[src/rtl/genlock_regs_pkg.sv]
package genlock_regs_pkg;
    // register indices; byte address is four times the index
    localparam logic [7:0] IDX_LOCK_STATUS  = 8'h15;
    localparam logic [7:0] IDX_CONTROL      = 8'h16;
    localparam logic [7:0] IDX_LINE_RESET   = 8'h17;
    localparam logic [7:0] IDX_LINE_DEFAULT = 8'h30;

    // status word bit positions
    localparam int ST_REF_PRESENT = 0;
    localparam int ST_CLOCK_LOCK  = 1;
    localparam int ST_LINE_LOCK   = 2;
    localparam int ST_VERT_LOCK   = 3;
    localparam int ST_FIELD_LOCK  = 4;
    localparam int ST_REF_LOCK    = 5;

    // control word bit positions
    localparam int CT_GENLOCK_REQ = 0;
    localparam int CT_DRIFT       = 1;
    localparam int CT_LINE_MASK   = 2;
    localparam int CT_VERT_MASK   = 3;
    localparam int CT_FIELD_MASK  = 4;
    localparam int CT_HOST_SEL    = 5;
    localparam int CT_CLK_UPDATE  = 6;
    localparam int CT_WIDTH       = 7;

    localparam logic [6:0]  CONTROL_RESET  = 7'h00;
    localparam logic [15:0] LINE_DEF_RESET = 16'h0000;
    localparam logic [15:0] LINE_CNT_RESET = 16'h0000;
endpackage : genlock_regs_pkg

[src/rtl/genlock_status_control_regs.sv]
// The Avalon-MM register port was chosen for this implementation.
module genlock_status_control_regs
    import genlock_regs_pkg::*;
#(
    parameter int ADDR_W = 10
) (
    input  wire logic              core_clk,        // 100 mhz clock
    input  wire logic              resetn,          // async reset, low
    input  wire logic [ADDR_W-1:0] avs_address,     // byte address
    input  wire logic              avs_read,        // read strobe
    input  wire logic              avs_write,       // write strobe
    input  wire logic [31:0]       avs_writedata,   // write data
    input  wire logic [3:0]        avs_byteenable,  // byte lanes
    output logic      [31:0]       avs_readdata,    // read data
    output logic                   avs_waitrequest, // stall
    output logic      [1:0]        avs_response,    // 00 ok, 10 slverr
    input  wire logic              ref_valid_pin,   // valid reference seen
    input  wire logic              field_sync_input,// reference has field sync
    input  wire logic              field_locked,    // field timing locked
    input  wire logic              vert_locked,     // vertical timing locked
    input  wire logic              line_locked,     // horizontal timing locked
    input  wire logic [1:0]        pll_status,      // loop status low bits
    input  wire logic              genlock_pin,     // external genlock pin
    input  wire logic              ref_line_pulse,  // reference line start
    output logic                   lock_lost_n,     // inverse of overall lock
    output logic                   ref_lost_n,      // inverse of ref present
    output logic                   genlock_active,  // genlock request
    output logic                   drift_lock,      // 1 drift, 0 crash
    output logic                   clk_update_pulse,// load custom clock
    output logic                   ext_audio_en,    // extended audio mode
    output logic                   line_cnt_reset   // line counter reset
);
    // the decode slices bits 9:2, so narrower buses cannot be served
    if (ADDR_W < 10 || ADDR_W > 32) begin : g_bad_addr_w
        $error("ADDR_W out of range");
    end

    logic [8:0] sync1_r, sync2_r;
    logic [6:0] ctrl_r;
    logic [15:0] line_period_r, line_default_r, line_cnt_r;
    logic        upd_prev_r, rd_done_r, wr_done_r, std_seen_r;
    logic        field_lk, clock_lk, ref_lock;
    logic [5:0]  status;
    logic [7:0]  idx;
    logic        addr_ok, hit_st, hit_ct, hit_lr, hit_ld;

    // asynchronous status inputs pass two flops first
    always_ff @(posedge core_clk or negedge resetn) begin
        if (!resetn) begin
            sync1_r <= '0;
            sync2_r <= '0;
        end else begin
            sync1_r <= {ref_line_pulse, genlock_pin, pll_status,
                        line_locked, vert_locked, field_locked,
                        field_sync_input, ref_valid_pin};
            sync2_r <= sync1_r;
        end
    end

    // without field sync the field bit mirrors vertical lock
    assign field_lk = sync2_r[1] ? sync2_r[2] : sync2_r[3];
    assign clock_lk = sync2_r[5] & sync2_r[6];
    assign ref_lock = (field_lk  | ctrl_r[CT_FIELD_MASK]) &
                      (sync2_r[3] | ctrl_r[CT_VERT_MASK]) &
                      (sync2_r[4] | ctrl_r[CT_LINE_MASK]) &
                      clock_lk;
    always_comb begin
        status                 = '0;
        status[ST_REF_PRESENT] = sync2_r[0];
        status[ST_CLOCK_LOCK]  = clock_lk;
        status[ST_LINE_LOCK]   = sync2_r[4];
        status[ST_VERT_LOCK]   = sync2_r[3];
        status[ST_FIELD_LOCK]  = field_lk;
        status[ST_REF_LOCK]    = ref_lock;
    end
    assign lock_lost_n = ~ref_lock;
    assign ref_lost_n  = ~sync2_r[0];

    // address decode; index is byte address over four
    assign idx     = avs_address[9:2];
    assign addr_ok = (avs_address[1:0] == 2'b00) &&
                     ((ADDR_W == 10) || (avs_address >> 10) == '0);
    assign hit_st  = addr_ok && idx == IDX_LOCK_STATUS;
    assign hit_ct  = addr_ok && idx == IDX_CONTROL;
    assign hit_lr  = addr_ok && idx == IDX_LINE_RESET;
    assign hit_ld  = addr_ok && idx == IDX_LINE_DEFAULT;

    // one wait cycle per access keeps the answer registered
    assign avs_waitrequest = (avs_read & ~rd_done_r) |
                             (avs_write & ~wr_done_r);

    always_ff @(posedge core_clk or negedge resetn) begin
        if (!resetn) begin
            rd_done_r    <= 1'b0;
            wr_done_r    <= 1'b0;
            avs_readdata <= '0;
            avs_response <= 2'b00;
        end else begin
            rd_done_r <= avs_read & ~rd_done_r;
            wr_done_r <= avs_write & ~wr_done_r;
            if (avs_read && !rd_done_r) begin
                avs_response <= 2'b00;
                if (hit_st)
                    avs_readdata <= {26'h0, status};
                else if (hit_ct)
                    avs_readdata <= {25'h0, ctrl_r};
                else if (hit_lr)
                    avs_readdata <= {16'h0, line_period_r};
                else if (hit_ld)
                    avs_readdata <= {16'h0, line_default_r};
                else begin
                    avs_readdata <= '0;
                    avs_response <= 2'b10;
                end
            end else if (avs_write && !wr_done_r) begin
                avs_response <= (hit_st | hit_ct | hit_lr | hit_ld)
                                ? 2'b00 : 2'b10;
            end
        end
    end

    // write strobe on the cycle the master sees waitrequest low
    logic wr_fire;
    assign wr_fire = avs_write & wr_done_r;

    // control; status has no write path at all
    always_ff @(posedge core_clk or negedge resetn) begin
        if (!resetn) begin
            ctrl_r <= CONTROL_RESET;
        end else if (wr_fire && hit_ct && avs_byteenable[0]) begin
            ctrl_r <= avs_writedata[CT_WIDTH-1:0];
        end
    end

    // default per output standard, written by software at IDX_LINE_DEFAULT
    always_ff @(posedge core_clk or negedge resetn) begin
        if (!resetn) begin
            line_default_r <= LINE_DEF_RESET;
        end else if (wr_fire && hit_ld) begin
            if (avs_byteenable[0]) line_default_r[7:0]  <= avs_writedata[7:0];
            if (avs_byteenable[1]) line_default_r[15:8] <= avs_writedata[15:8];
        end
    end

    // line period takes the standard's default until software writes it
    always_ff @(posedge core_clk or negedge resetn) begin
        if (!resetn) begin
            line_period_r <= LINE_CNT_RESET;
            std_seen_r    <= 1'b0;
        end else if (wr_fire && hit_lr) begin
            std_seen_r <= 1'b1;
            if (avs_byteenable[0]) line_period_r[7:0]  <= avs_writedata[7:0];
            if (avs_byteenable[1]) line_period_r[15:8] <= avs_writedata[15:8];
        end else if (!std_seen_r) begin
            line_period_r <= line_default_r;
        end
    end

    // genlock source select and lock style
    assign genlock_active = ctrl_r[CT_HOST_SEL] ?
                            ctrl_r[CT_GENLOCK_REQ] : sync2_r[7];
    assign drift_lock     = ctrl_r[CT_DRIFT];
    assign ext_audio_en   = ctrl_r[CT_CLK_UPDATE];

    // rising edge of update bit makes a one-cycle load pulse
    always_ff @(posedge core_clk or negedge resetn) begin
        if (!resetn) begin
            upd_prev_r       <= 1'b0;
            clk_update_pulse <= 1'b0;
        end else begin
            upd_prev_r       <= ctrl_r[CT_CLK_UPDATE];
            clk_update_pulse <= ctrl_r[CT_CLK_UPDATE] & ~upd_prev_r;
        end
    end

    // line counter reset, only while genlocked: every reference line when period is zero,
    // else once every programmed number of lines
    logic line_edge_prev_r, line_edge;
    assign line_edge = sync2_r[8] & ~line_edge_prev_r;
    always_ff @(posedge core_clk or negedge resetn) begin
        if (!resetn) begin
            line_edge_prev_r <= 1'b0;
            line_cnt_r       <= '0;
            line_cnt_reset   <= 1'b0;
        end else begin
            line_edge_prev_r <= sync2_r[8];
            line_cnt_reset   <= 1'b0;
            if (!genlock_active) begin
                line_cnt_r <= '0;
            end else if (line_edge) begin
                if (line_period_r == '0) begin
                    line_cnt_reset <= 1'b1;
                end else if (line_cnt_r >= line_period_r - 16'h1) begin
                    line_cnt_r     <= '0;
                    line_cnt_reset <= 1'b1;
                end else begin
                    line_cnt_r <= line_cnt_r + 16'h1;
                end
            end
        end
    end

    // checks; pin-level checks wait two edges because of the synchroniser

    // the lock pin must never disagree with the status bit
    a_lock_pin_inverse: assert property (@(posedge core_clk)
        disable iff (!resetn) lock_lost_n == ~status[ST_REF_LOCK])
        else $error("lock pin not inverse of lock");

    // overall lock needs every part held or masked
    a_overall_lock: assert property (@(posedge core_clk)
        disable iff (!resetn) status[ST_REF_LOCK] |->
        clock_lk && (field_lk || ctrl_r[CT_FIELD_MASK]) &&
        (status[ST_VERT_LOCK] || ctrl_r[CT_VERT_MASK]) &&
        (status[ST_LINE_LOCK] || ctrl_r[CT_LINE_MASK]))
        else $error("overall lock without parts");

    // all four parts held must give overall lock
    a_lock_full: assert property (@(posedge core_clk)
        disable iff (!resetn) status[ST_FIELD_LOCK] &&
        status[ST_VERT_LOCK] && status[ST_LINE_LOCK] &&
        status[ST_CLOCK_LOCK] |-> status[ST_REF_LOCK])
        else $error("overall lock missing");

    // no field sync on the reference: field bit copies vertical
    a_field_mirror: assert property (@(posedge core_clk)
        disable iff (!resetn) !sync2_r[1] |->
        status[ST_FIELD_LOCK] == status[ST_VERT_LOCK])
        else $error("field lock not mirroring vertical");

    // with field sync the field bit follows the field lock pin
    a_field_follow: assert property (@(posedge core_clk)
        disable iff (!resetn) $past(resetn, 2) &&
        $past(field_sync_input, 2) |->
        status[ST_FIELD_LOCK] == $past(field_locked, 2))
        else $error("field lock not following pin");

    // vertical bit follows its pin two edges late
    a_vert_follow: assert property (@(posedge core_clk)
        disable iff (!resetn) $past(resetn, 2) |->
        status[ST_VERT_LOCK] == $past(vert_locked, 2))
        else $error("vertical lock not following pin");

    // line bit follows its pin two edges late
    a_line_follow: assert property (@(posedge core_clk)
        disable iff (!resetn) $past(resetn, 2) |->
        status[ST_LINE_LOCK] == $past(line_locked, 2))
        else $error("line lock not following pin");

    // clock lock needs both loop bits
    a_clock_lock: assert property (@(posedge core_clk)
        disable iff (!resetn) status[ST_CLOCK_LOCK] |->
        $past(pll_status, 2) == 2'b11)
        else $error("clock lock without both loops");

    // presence bit follows its pin two edges late
    a_ref_present: assert property (@(posedge core_clk)
        disable iff (!resetn) $past(resetn, 2) |->
        status[ST_REF_PRESENT] == $past(ref_valid_pin, 2))
        else $error("ref present not following pin");

    a_ref_lost_pin: assert property (@(posedge core_clk)
        disable iff (!resetn) ref_lost_n != status[ST_REF_PRESENT])
        else $error("ref lost pin wrong");

    // a rising update bit gives exactly one load pulse
    a_update_pulse: assert property (@(posedge core_clk)
        disable iff (!resetn) $rose(ctrl_r[CT_CLK_UPDATE]) |=>
        clk_update_pulse ##1 !clk_update_pulse)
        else $error("update pulse missing");

    // a held update bit must not reload the clock
    a_pulse_single: assert property (@(posedge core_clk)
        disable iff (!resetn) clk_update_pulse |=> !clk_update_pulse)
        else $error("update pulse too long");

    // extended audio follows the written update bit
    a_audio_write: assert property (@(posedge core_clk)
        disable iff (!resetn) wr_fire && hit_ct && avs_byteenable[0] |=>
        ext_audio_en == $past(avs_writedata[CT_CLK_UPDATE]))
        else $error("audio mode not following write");

    // host select hands the request to the register bit
    a_host_request: assert property (@(posedge core_clk)
        disable iff (!resetn) ctrl_r[CT_HOST_SEL] |->
        genlock_active == ctrl_r[CT_GENLOCK_REQ])
        else $error("register request not used");

    a_host_select: assert property (@(posedge core_clk)
        disable iff (!resetn) !ctrl_r[CT_HOST_SEL] |->
        genlock_active == sync2_r[7])
        else $error("register request not ignored");

    // all three masks set: only clock lock decides
    a_all_masked: assert property (@(posedge core_clk)
        disable iff (!resetn) ctrl_r[CT_LINE_MASK] &&
        ctrl_r[CT_VERT_MASK] && ctrl_r[CT_FIELD_MASK] |->
        status[ST_REF_LOCK] == status[ST_CLOCK_LOCK])
        else $error("masked lock still counted");

    // lock style follows the written drift bit
    a_drift_write: assert property (@(posedge core_clk)
        disable iff (!resetn) wr_fire && hit_ct && avs_byteenable[0] |=>
        drift_lock == $past(avs_writedata[CT_DRIFT]))
        else $error("drift not following write");

    a_line_reset_off: assert property (@(posedge core_clk)
        disable iff (!resetn) !genlock_active |=> !line_cnt_reset)
        else $error("line reset while not genlocked");

    // zero period: every reference line resets the counter
    a_period_zero: assert property (@(posedge core_clk)
        disable iff (!resetn) genlock_active && line_edge &&
        line_period_r == '0 |=> line_cnt_reset)
        else $error("line reset missing");

    // programmed period: wrap and reset on the last line
    a_period_wrap: assert property (@(posedge core_clk)
        disable iff (!resetn) genlock_active && line_edge &&
        line_period_r != '0 && line_cnt_r >= line_period_r - 16'h1
        |=> line_cnt_reset && line_cnt_r == '0)
        else $error("period wrap missing");

    a_status_ro: assert property (@(posedge core_clk)
        disable iff (!resetn) (wr_fire && hit_st) |=>
        $stable(ctrl_r) && $stable(line_period_r))
        else $error("status write changed state");

    // answered status reads keep the unused bits clear
    a_status_upper: assert property (@(posedge core_clk)
        disable iff (!resetn) avs_read && !avs_waitrequest && hit_st |->
        avs_readdata[31:6] == '0)
        else $error("status upper bits set");
endmodule : genlock_status_control_regs

[config.mk]
export PLATFORM = sky130hd
export DESIGN_NAME = genlock_status_control_regs
export DESIGN_NICKNAME = d
export VERILOG_FILES = /design/src/rtl/genlock_regs_pkg.sv /design/src/rtl/genlock_status_control_regs.sv
export SDC_FILE = /design/constraint.sdc
export NUM_CORES = 1
export LEC_CHECK = 0
export BUFFER_PORTS_ARGS = -buffer_cell sky130_fd_sc_hd__buf_2
export CAP_MARGIN = 20
export CORE_MARGIN = 2
export CORE_UTILIZATION = 51
export DETAILED_ROUTE_END_ITERATION = 16
export PLACE_DENSITY = 0.79
export SYNTH_ARGS = -nofsm -noshare
export SYNTH_HDL_FRONTEND = slang
export SYNTH_SLANG_ARGS = --single-unit
[constraint.sdc]
create_clock -name core_clk -period 3.13 [get_ports core_clk]
set_input_delay 0.313 -clock core_clk [delete_from_list [all_inputs] [get_ports core_clk]]
set_output_delay 0.313 -clock core_clk [all_outputs]
set_load 0.01 [all_outputs]
# ---- Word-level counts from Yosys, hierarchy flattened
# Index checks and enable logic that the tools add are counted.
dict set report word_totals {
  output_inout_bits 42
  inputBits 59
  word_cells 96
  regBits 114
}
dict set report classes {
  bitwise_logic 22
  n_lt_le_gt_ge 1
  muxes 25
  addsub 2
  n_reduce_logical 20
  eq_ne 9
}
# op count
set ops {}
lappend ops {{2-to-1 mux 16 bit} 10}
lappend ops {{== test 8 x 5 -> 1 bit, second input constant} 3}
lappend ops {{adder 16 x 1 -> 16 bit, second input constant} 1}
lappend ops {{greater-or-equal comparator 16 bit} 1}
lappend ops {{logical NOT 16 bit} 1}
lappend ops {{2-to-1 mux 8 bit} 2}
lappend ops {{subtractor 16 x 1 -> 16 bit, second input constant} 1}
lappend ops {{2-to-1 mux 2 bit} 7}
lappend ops {{logical AND 1 bit} 10}
lappend ops {{AND reduction 2 bit} 5}
lappend ops {{AND 1 bit} 9}
lappend ops {{== test 8 x 6 -> 1 bit, second input constant} 1}
lappend ops {{OR 1 bit} 7}
lappend ops {{2-to-1 mux 1 bit} 6}
lappend ops {{!= test 2 bit, second input constant} 3}
lappend ops {{inverter 1 bit} 6}
lappend ops {{!= test 2 x 1 -> 1 bit, second input constant} 2}
lappend ops {{logical NOT 1 bit} 2}
lappend ops {{logical NOT 2 bit} 1}
lappend ops {{nonzero test 2 bit} 1}

# ---- Logic depth before layout (Yosys ltp)
# Gate-level depths: netlist (run 1).
dict set report logic_depth {
  word_depth 8
  depth_mapped 13
  ltp_nobuf 11
}

# ---- Worst setup path after synthesis (run 1)
# Ideal clock, no wire load.
dict set report synth_timing {
  path_type {register to register}
  start {register line_period_r[2]}
  end {register line_cnt_r[2]}
  stages_incl_launch_ff 12
  required_ns 3.046
  path_slack_ns -0.285
  arrival_ns 3.332
  path_buffers 1
  setup_time_ns 0.084
  period_less_slack_ns 3.415
  path_cell_list {dfrtp_1 nor3_1 or3b_2 clkbuf_1 nor4_1 xnor2_1 ha_1 nand4_1 o221ai_1 a211oi_1 nand3_1 o22ai_1}
}
dict set report synth_between {
  elab_chain_len 6
  word_cells_on_any_way 9
  classes_between {add/sub (1); order compare (1); eq/ne (1); mux (4); reduce/logical (2)}
}
# element line
set synth_rtl {}
lappend synth_rtl {{start, declared} genlock_status_control_regs.sv:40} ;# logic [15:0] line_period_r, line_default_r, line_cnt_r;
lappend synth_rtl {{start signal, assigned} genlock_status_control_regs.sv:152} ;# if (avs_byteenable[0]) line_period_r[7:0] <= avs_writedata[7:0];
lappend synth_rtl {{start signal, assigned} genlock_status_control_regs.sv:155} ;# line_period_r <= line_default_r;
lappend synth_rtl {{subtractor 16 x 1 -> 16 bit} genlock_status_control_regs.sv:193} ;# end else if (line_cnt_r >= line_period_r - 16'h1) begin
lappend synth_rtl {{greater-or-equal comparator 16 bit} genlock_status_control_regs.sv:193}
lappend synth_rtl {{2-to-1 mux 16 bit} genlock_status_control_regs.sv:193}
lappend synth_rtl {{2-to-1 mux 16 bit} genlock_status_control_regs.sv:191} ;# if (line_period_r == '0) begin
lappend synth_rtl {{2-to-1 mux 16 bit} genlock_status_control_regs.sv:190} ;# end else if (line_edge) begin
lappend synth_rtl {{2-to-1 mux 16 bit} genlock_status_control_regs.sv:188} ;# if (!genlock_active) begin
lappend synth_rtl {{end signal, assigned} genlock_status_control_regs.sv:197} ;# line_cnt_r <= line_cnt_r + 16'h1;
lappend synth_rtl {{end, declared} genlock_status_control_regs.sv:40}
# Several ways; a longest one is shown, not always the timed one. The select of a mux whose other input is x is not followed.
# A chain may end at the register's enable or synchronous reset.

# ---- Worst setup path after layout (run 1)
dict set report layout_timing {
  start {register line_period_r[0]}
  end {register line_cnt_r[3]}
}
# The elaborated chain is that of the path after synthesis.

==> impl_metrics.json, run 1 <==
{
  "rrSetupSlack_ns": 0.13,
  "setup_failing_eps_final": 0,
  "area_delta_synth_final_pct": 14.4,
  "timing.critical_path.required_ns": 3.43,
  "finalHoldWorstSlack_ns": 0.0275,
  "maxSlewHeadroom_pct": 35.1,
  "min-delay-path-class": "primary input to register",
  "drt-wirelength-per-cell_um": 16.8,
  "min_period_ns": 3.00,
  "chipWidth_um": 106,
  "arrival_ns": 3.29,
  "ff2ff_path_depth": 12,
  "port_buffers": 65,
  "start_kind": "register",
  "share_clk_of_total_power_pct": 35.9,
  "ctsLongestPathBuffers": 2,
  "swShare_pct": 27.3,
  "static-leakage-power_uw": 0.00287,
  "grt_util_all_layers_pct": 21.8,
  "synth.ff_latch_count": 97,
  "net-switching-power_uw": 614,
  "finalWeightedCongestion": 0.843,
  "power-per-cell-area_nw_per_um2": 368,
  "post_layout_nets": 666,
  "grt_pass1_wl_um": 19700,
  "root_cell_of_the_clock_tree": "clkbuf_8",
  "grt_antenna_before_repair": 0,
  "p_comb_share_pct": 7.4,
  "h_tree_depth": 3,
  "grt-busiest-layer": "met2",
  "route.detailed.drc": 0,
  "worst_skew_pair_latency_ns": 0.38,
  "grt_pass1_vias": 4121,
  "clock_sinks": 97,
  "fin_ws_ns": 0.132,
  "worst_ir_drop_vdd_v": 0.000374,
  "drtPass1Iterations": 5,
  "yosys.area.top_type_share_pct": 45.4,
  "power_frac_seq_pct": 56.7,
  "tightest_slew_ns": 0.973,
  "post_synthesis_cell_type_count": 56,
  "synth_enable_flop_cells": 0,
  "postSynthCellCount": 531,
  "report.power.total_uw": 2250,
  "clock.fmax_ghz": 0.334,
  "pin_count": 101,
  "die_h_um": 106,
  "synthesis.area_um2": 5340,
  "timing.critical_path.fanout_max": 8,
  "synthTopCellsByArea": "dfrtp_1 (45%), mux2_2 (5.9%), ha_1 (4.2%), nand2_1 (3.7%), nand3_1 (3.1%)",
  "hold_viol_final": 0,
  "status": "finished clean",
  "report.final.slew_viol_count": 0,
  "dominant_register_cell_in_the_synthesized_netlist": "dfrtp_1",
  "timing_worst_setup_path_type": "register to register",
  "cts_tree": "yes",
  "design.die.area_um2": 11300,
  "initial_core_util_pct": 52.2,
  "rows": 37,
  "timing.hold.worst_endpoint": "sync1_r[0]",
  "grtUsageMet3_pct": 4.11,
  "async_reset_ff_share_pct": 100,
  "drv.max_cap_violation_count": 0,
  "final.period_utilization_pct": 95.8,
  "avgSynthCellArea_um2": 10.1,
  "worstHoldStart": "ref_valid_pin",
  "route.vias.total": 4362,
  "min_path_cells": 1,
  "use_met1_pct": 28.6,
  "grt_start_max_net_pins": 58,
  "dp_hpwl_um": 8510,
  "crit-reg2reg-launch": "line_period_r[0]",
  "core-area_um2": 10200,
  "place_ws_ns": -0.157,
  "layout-drive-gt1-share_pct": 27.4,
  "drt_first_iter_violations": 307,
  "layout.core_utilization_pct": 59.8,
  "num_antenna_cells": 0,
  "synth_area_leader_cell": "dfrtp_1",
  "vias_per_cell": 5.98,
  "seq_area_frac_synth_pct": 45.4,
  "drt_wl_total_um": 12200,
  "finalClockSkew_ns": 0.00798,
  "groute.layer.met2.usage_pct": 36.4,
  "timing.setup.tns_ns": 0,
  "critPathCaptureType": "register",
  "power.internal_uw": 1640,
  "synthesis.yosys.warnings": 0,
  "clk_pin_slew_worst_setup_hold_paths_ns": 0.10,
  "regToRegEndpoint": "line_cnt_r[3]",
  "drtAntennaViolNets": 0,
  "grt-ovfl-total": 0,
  "tritoncts.num_buffers": 9
}
==> critical path, stage by stage (launching register included) <==
cell and delay (ns):
dfrtp_2 0.45, inv_2 0.09, ha_4 0.14, or4b_4 0.54
nor3_4 0.15, xnor2_1 0.15, ha_1 0.26, nand4_1 0.23
o221ai_2 0.18, a211oi_2 0.24, buf_4 0.22, a31oi_1 0.09
o22ai_1 0.15
==> state kept, by name (all words and copies together), names as in the netlist, 7 cells and up <==
signal,flops
line_default_r,16
line_cnt_r,16
ctrl_r,7
sync2_r,9
avs_readdata,16
line_period_r,16
sync1_r,9
==> stage by stage <==
step	instance area, um^2	cells
finish	6110	730
detailed placement	5730	709
global route	6110	730
global placement	5730	709
floorplan	5410	547
CTS	5990	727
==> cell families (layout without fill, tap and decap cells) <==
group | after synthesis | after routing | synth area share [%]
compound gates | 97 | 97 | 13.5
simple gates | 206 | 206 | 21.5
buf+inv | 67 | 114 | 6.58
mux | 31 | 31 | 6.46
fa+ha+maj | 18 | 18 | 4.21
xor+xnor | 14 | 14 | 2.29
flops | 97 | 97 | 45.4
other cells | 1 | 17 | 0.0702
==> cell usage after synthesis, types with 3 or more instances <==
library cell  count
a211oi_1          7
a211oi_2          4
a21oi_1           9
a222oi_1          4
a22o_1           17
a22oi_1           9
a31oi_1           5
buf_2             4
buf_4            18
clkbuf_1         27
dfrtp_1          97
ha_1             18
inv_1            16
mux2_2           28
mux2i_1           3
nand2_1          52
nand2b_1         19
nand3_1          33
nand4_1          22
nand4b_1         17
nor2_1           16
nor2b_1           5
nor3_1           12
nor4_1            4
o21ai_0          17
o21ai_2           3
o221ai_1          3
o22ai_1           5
o31ai_1           6
or3_1             6
or4_1             4
xnor2_1          12
==> final cells by class <==
| cell class | count | area (um^2) |
|---|---|---|
| Clock inverter | 7 | 73.8 |
| Sequential cell | 97 | 2430 |
| Multi-Input combinational cell | 383 | 2770 |
| Fill cell | 869 | 4120 |
| Tap cell | 136 | 170 |
| Clock buffer | 9 | 124 |
| Timing Repair Buffer | 82 | 483 |
| Inverter | 16 | 60.1 |
==> power by group through the flow <==
| stage | combinational (uW) | sequential (uW) | clock (uW) |
|---|---|---|---|
| 6_report | 166 | 1280 | 808 |
| 5_1_grt | 184 | 1280 | 878 |
| 4_1_cts | 163 | 1280 | 829 |
| 3_5_place_dp | 160 | 1300 | 0 |
| 3_3_place_gp | 156 | 1300 | 0 |
| 2_1_floorplan | 101 | 1300 | 0 |
==> layer usage <==
layer	vias up	wire length, um	part of all wire [%]
li1	2040	-	-
met1	2169	5080	42
met2	133	6280	51
met3	20	643	5.3
met4	0	223	1.8
met5	-	0	0
==> repair_timing <==
item,in CTS,in global routing
hold buffers,1,0
endpoints found under the setup margin,14,17
resized for setup,7,21
pin swaps,1,10
hold endpoints to repair,34,0
setup buffers,1,3
==> layout by cell type, fill, tap and decap left out, types with 17 or more instances in the layout <==
| cell type | n |
|---|---|
| a22o_1 | 17 |
| buf_2 | 64 |
| nand3_1 | 31 |
| nand2_1 | 51 |
| dfrtp_1 | 95 |
| mux2_2 | 28 |
| nand4_1 | 22 |
| nand4b_1 | 17 |
| nand2b_1 | 19 |
| ha_1 | 17 |
| conb_1 | 17 |
| o21ai_0 | 17 |
==> worst max-delay path by stage <==
stage	slack (ns)	startpoint	end	depth (start not counted)
after CTS	0.05	line_period_r[0]	line_cnt_r[4]	12
after floorplan	0.01	line_period_r[2]	line_cnt_r[2]	11
after global placement	-0.005	line_period_r[0]	line_cnt_r[15]	11
final	0.13	line_period_r[0]	line_cnt_r[3]	12
after detailed placement	-0.16	line_period_r[0]	line_cnt_r[15]	11
after global routing	-0.05	line_period_r[1]	line_cnt_r[7]	11
Power figures use the tool's default switching activity.
==> inputs of run 2 (changes only) <==
CORE_ASPECT_RATIO = 0.9   (was default)
RECOVER_POWER = 25   (was default)
==> run 2 against run 1 <==
  * The run now ends with max-capacitance violations, max-slew violations left
  * Sequential share of layout area decreased by 0.64 points
  * Non-clock buffer count increased by 3
  * Maximum frequency increased by 0.51%
  * First-iteration DRC count decreased by 4.9%
  * Via count increased by 1.3%
  * Routed wire length increased by 3.1%
  * Worst hold slack improved by 0.036 ns
  * Combinational power about the same
  * Sequential power about the same
  * Power increased by 12%
  * Utilization increased by 1.1 points
  * Global-route usage increased by 0.56 points
  * Critical endpoint unchanged
==> impl_metrics.json, run 2 (synthesized netlist as in run 1, its figures left out) <==
{
  "finalWeightedCongestion": 0.848,
  "critPathCaptureType": "register",
  "worst_skew_pair_latency_ns": 0.35,
  "grt_pass1_wl_um": 20400,
  "fin_ws_ns": 0.147,
  "tritoncts.num_buffers": 9,
  "cts_tree": "yes",
  "report.final.slew_viol_count": 66,
  "clock.fmax_ghz": 0.335,
  "pin_count": 101,
  "post_layout_nets": 669,
  "static-leakage-power_uw": 0.00295,
  "dp_hpwl_um": 8590,
  "grt_antenna_before_repair": 0,
  "final.period_utilization_pct": 95.3,
  "drtPass1Iterations": 7,
  "worst_ir_drop_vdd_v": 0.000381,
  "postCtsHoldBufs": 0,
  "min_period_ns": 2.98,
  "finalInstanceArea_um2": 6210,
  "hold_viol_final": 0,
  "grt_util_all_layers_pct": 22.3,
  "min-delay-path-class": "primary input to register",
  "grt_start_max_net_pins": 66,
  "power-per-cell-area_nw_per_um2": 407,
  "mostFrequentLayoutCells": "dfrtp_1 (97), buf_2 (64), nand2_1 (52)",
  "h_tree_depth": 3,
  "place_ws_ns": -0.127,
  "num_antenna_cells": 0,
  "die_h_um": 101,
  "layout.cells.most_common": "dfrtp_1",
  "finalHoldWorstSlack_ns": 0.0639,
  "route.detailed.drc": 0,
  "status": "finished with violations",
  "rows": 35,
  "finalClockSkew_ns": 0.00736,
  "failed_checks": "max-capacitance violations, max-slew violations",
  "ctsLongestPathBuffers": 2,
  "report.power.total_uw": 2530,
  "timing_worst_setup_path_type": "register to register",
  "chipWidth_um": 112,
  "maxSlewHeadroom_pct": -8.29,
  "drtAntennaViolNets": 0,
  "clock_sinks": 97,
  "vias_per_cell": 6.09,
  "root_cell_of_the_clock_tree": "clkbuf_16",
  "drv.max_cap_violation_count": 1,
  "initial_core_util_pct": 52.4,
  "timing.critical_path.required_ns": 3.40,
  "layout-drive-gt1-share_pct": 27.5,
  "route.vias.total": 4418,
  "arrival_ns": 3.25,
  "core-area_um2": 10200,
  "post_dp_cell_area_um2": 5740,
  "grt_pass1_vias": 4302,
  "tightest_slew_ns": 1.62,
  "drt-wirelength-per-cell_um": 17.4,
  "port_buffers": 65,
  "timing.critical_path.fanout_max": 6,
  "grt-ovfl-total": 0,
  "drt_wl_total_um": 12600,
  "drt_first_iter_violations": 292,
  "start_kind": "register",
  "clk_pin_slew_worst_setup_hold_paths_ns": 0.07,
  "area_delta_synth_final_pct": 16.2,
  "design.die.area_um2": 11300,
  "setup_failing_eps_final": 0
}
-- run 2: cell types whose count changed in the layout (fill, tap and decap cells not counted), moves of 3 or more --
cell	before	now
clkbuf_16	0	9
inv_6	0	3
clkbuf_8	9	0
buf_4	15	18
-- run 2: layer usage --
layer / vias to the layer above / GRT usage [%] / wire length, um
li1: 2046 / - / -
met2: 134 / 38.3 / 6550
met1: 2224 / 28.5 / 5290
met5: - / 0 / 0
met3: 14 / 5.65 / 634
met4: 0 / 6.36 / 146
-- run 2: through the flow --
stage / cells / TNS (ns) / utilization [%]
finish: 726 / 0 / 60.8
global placement: 705 / 0 / 56.3
global route: 726 / -0.00543 / 60.8
floorplan: 547 / 0 / -
detailed placement: 705 / -0.558 / 56.3
CTS: 721 / 0 / 59.5
-- run 2: cell type report --
class                      instances  area [um^2]
clock inverter                     7         60.1
fill                             821         4000
sequential                        97         2430
timing repair buffer              85          492
inverter                          16         60.1
clock buffer                       9          225
multi-input combinational        383         2780
tap                              129          161
-- run 2: worst paths after layout --
kind,from,endpoint,slack (ns),cells past startpoint
setup / recovery,line_period_r[11],line_cnt_r[3],0.15,12
hold / removal,field_locked,sync1_r[2],0.06,1
setup reg to reg,line_period_r[11],line_cnt_r[3],0.15,12
hold reg to reg,sync1_r[7],sync2_r[7],0.35,0
max in group asynchronous,resetn,line_cnt_r[7],1.75,2
min in group asynchronous,resetn,sync1_r[3],0.37,1
-- run 2: timing repair --
| item | CTS | global route |
|---|---|---|
| gates resized for setup | 8 | 20 |
| setup endpoints to repair | 14 | 17 |
| pin swaps | 1 | 11 |
| buffers inserted | 0 | 5 |
| cloned | 0 | 0 |
-- run 2: power by group --
part,internal [uW],total [uW],switching [uW]
clock,555,1080,525
combinational,56.0,169,113
sequential,1270,1280,8.74
-- run 2: critical path, cell delays in order, from the launching register on --
cell and delay, ns:
dfrtp_1 0.48, nor4_1 0.44, nand2_1 0.22, nor4_2 0.22
xnor2_1 0.17, ha_1 0.28, nand4_1 0.14, buf_4 0.15
nor3_4 0.04, a211oi_4 0.36, buf_6 0.18, a31oi_1 0.08
o22ai_1 0.14
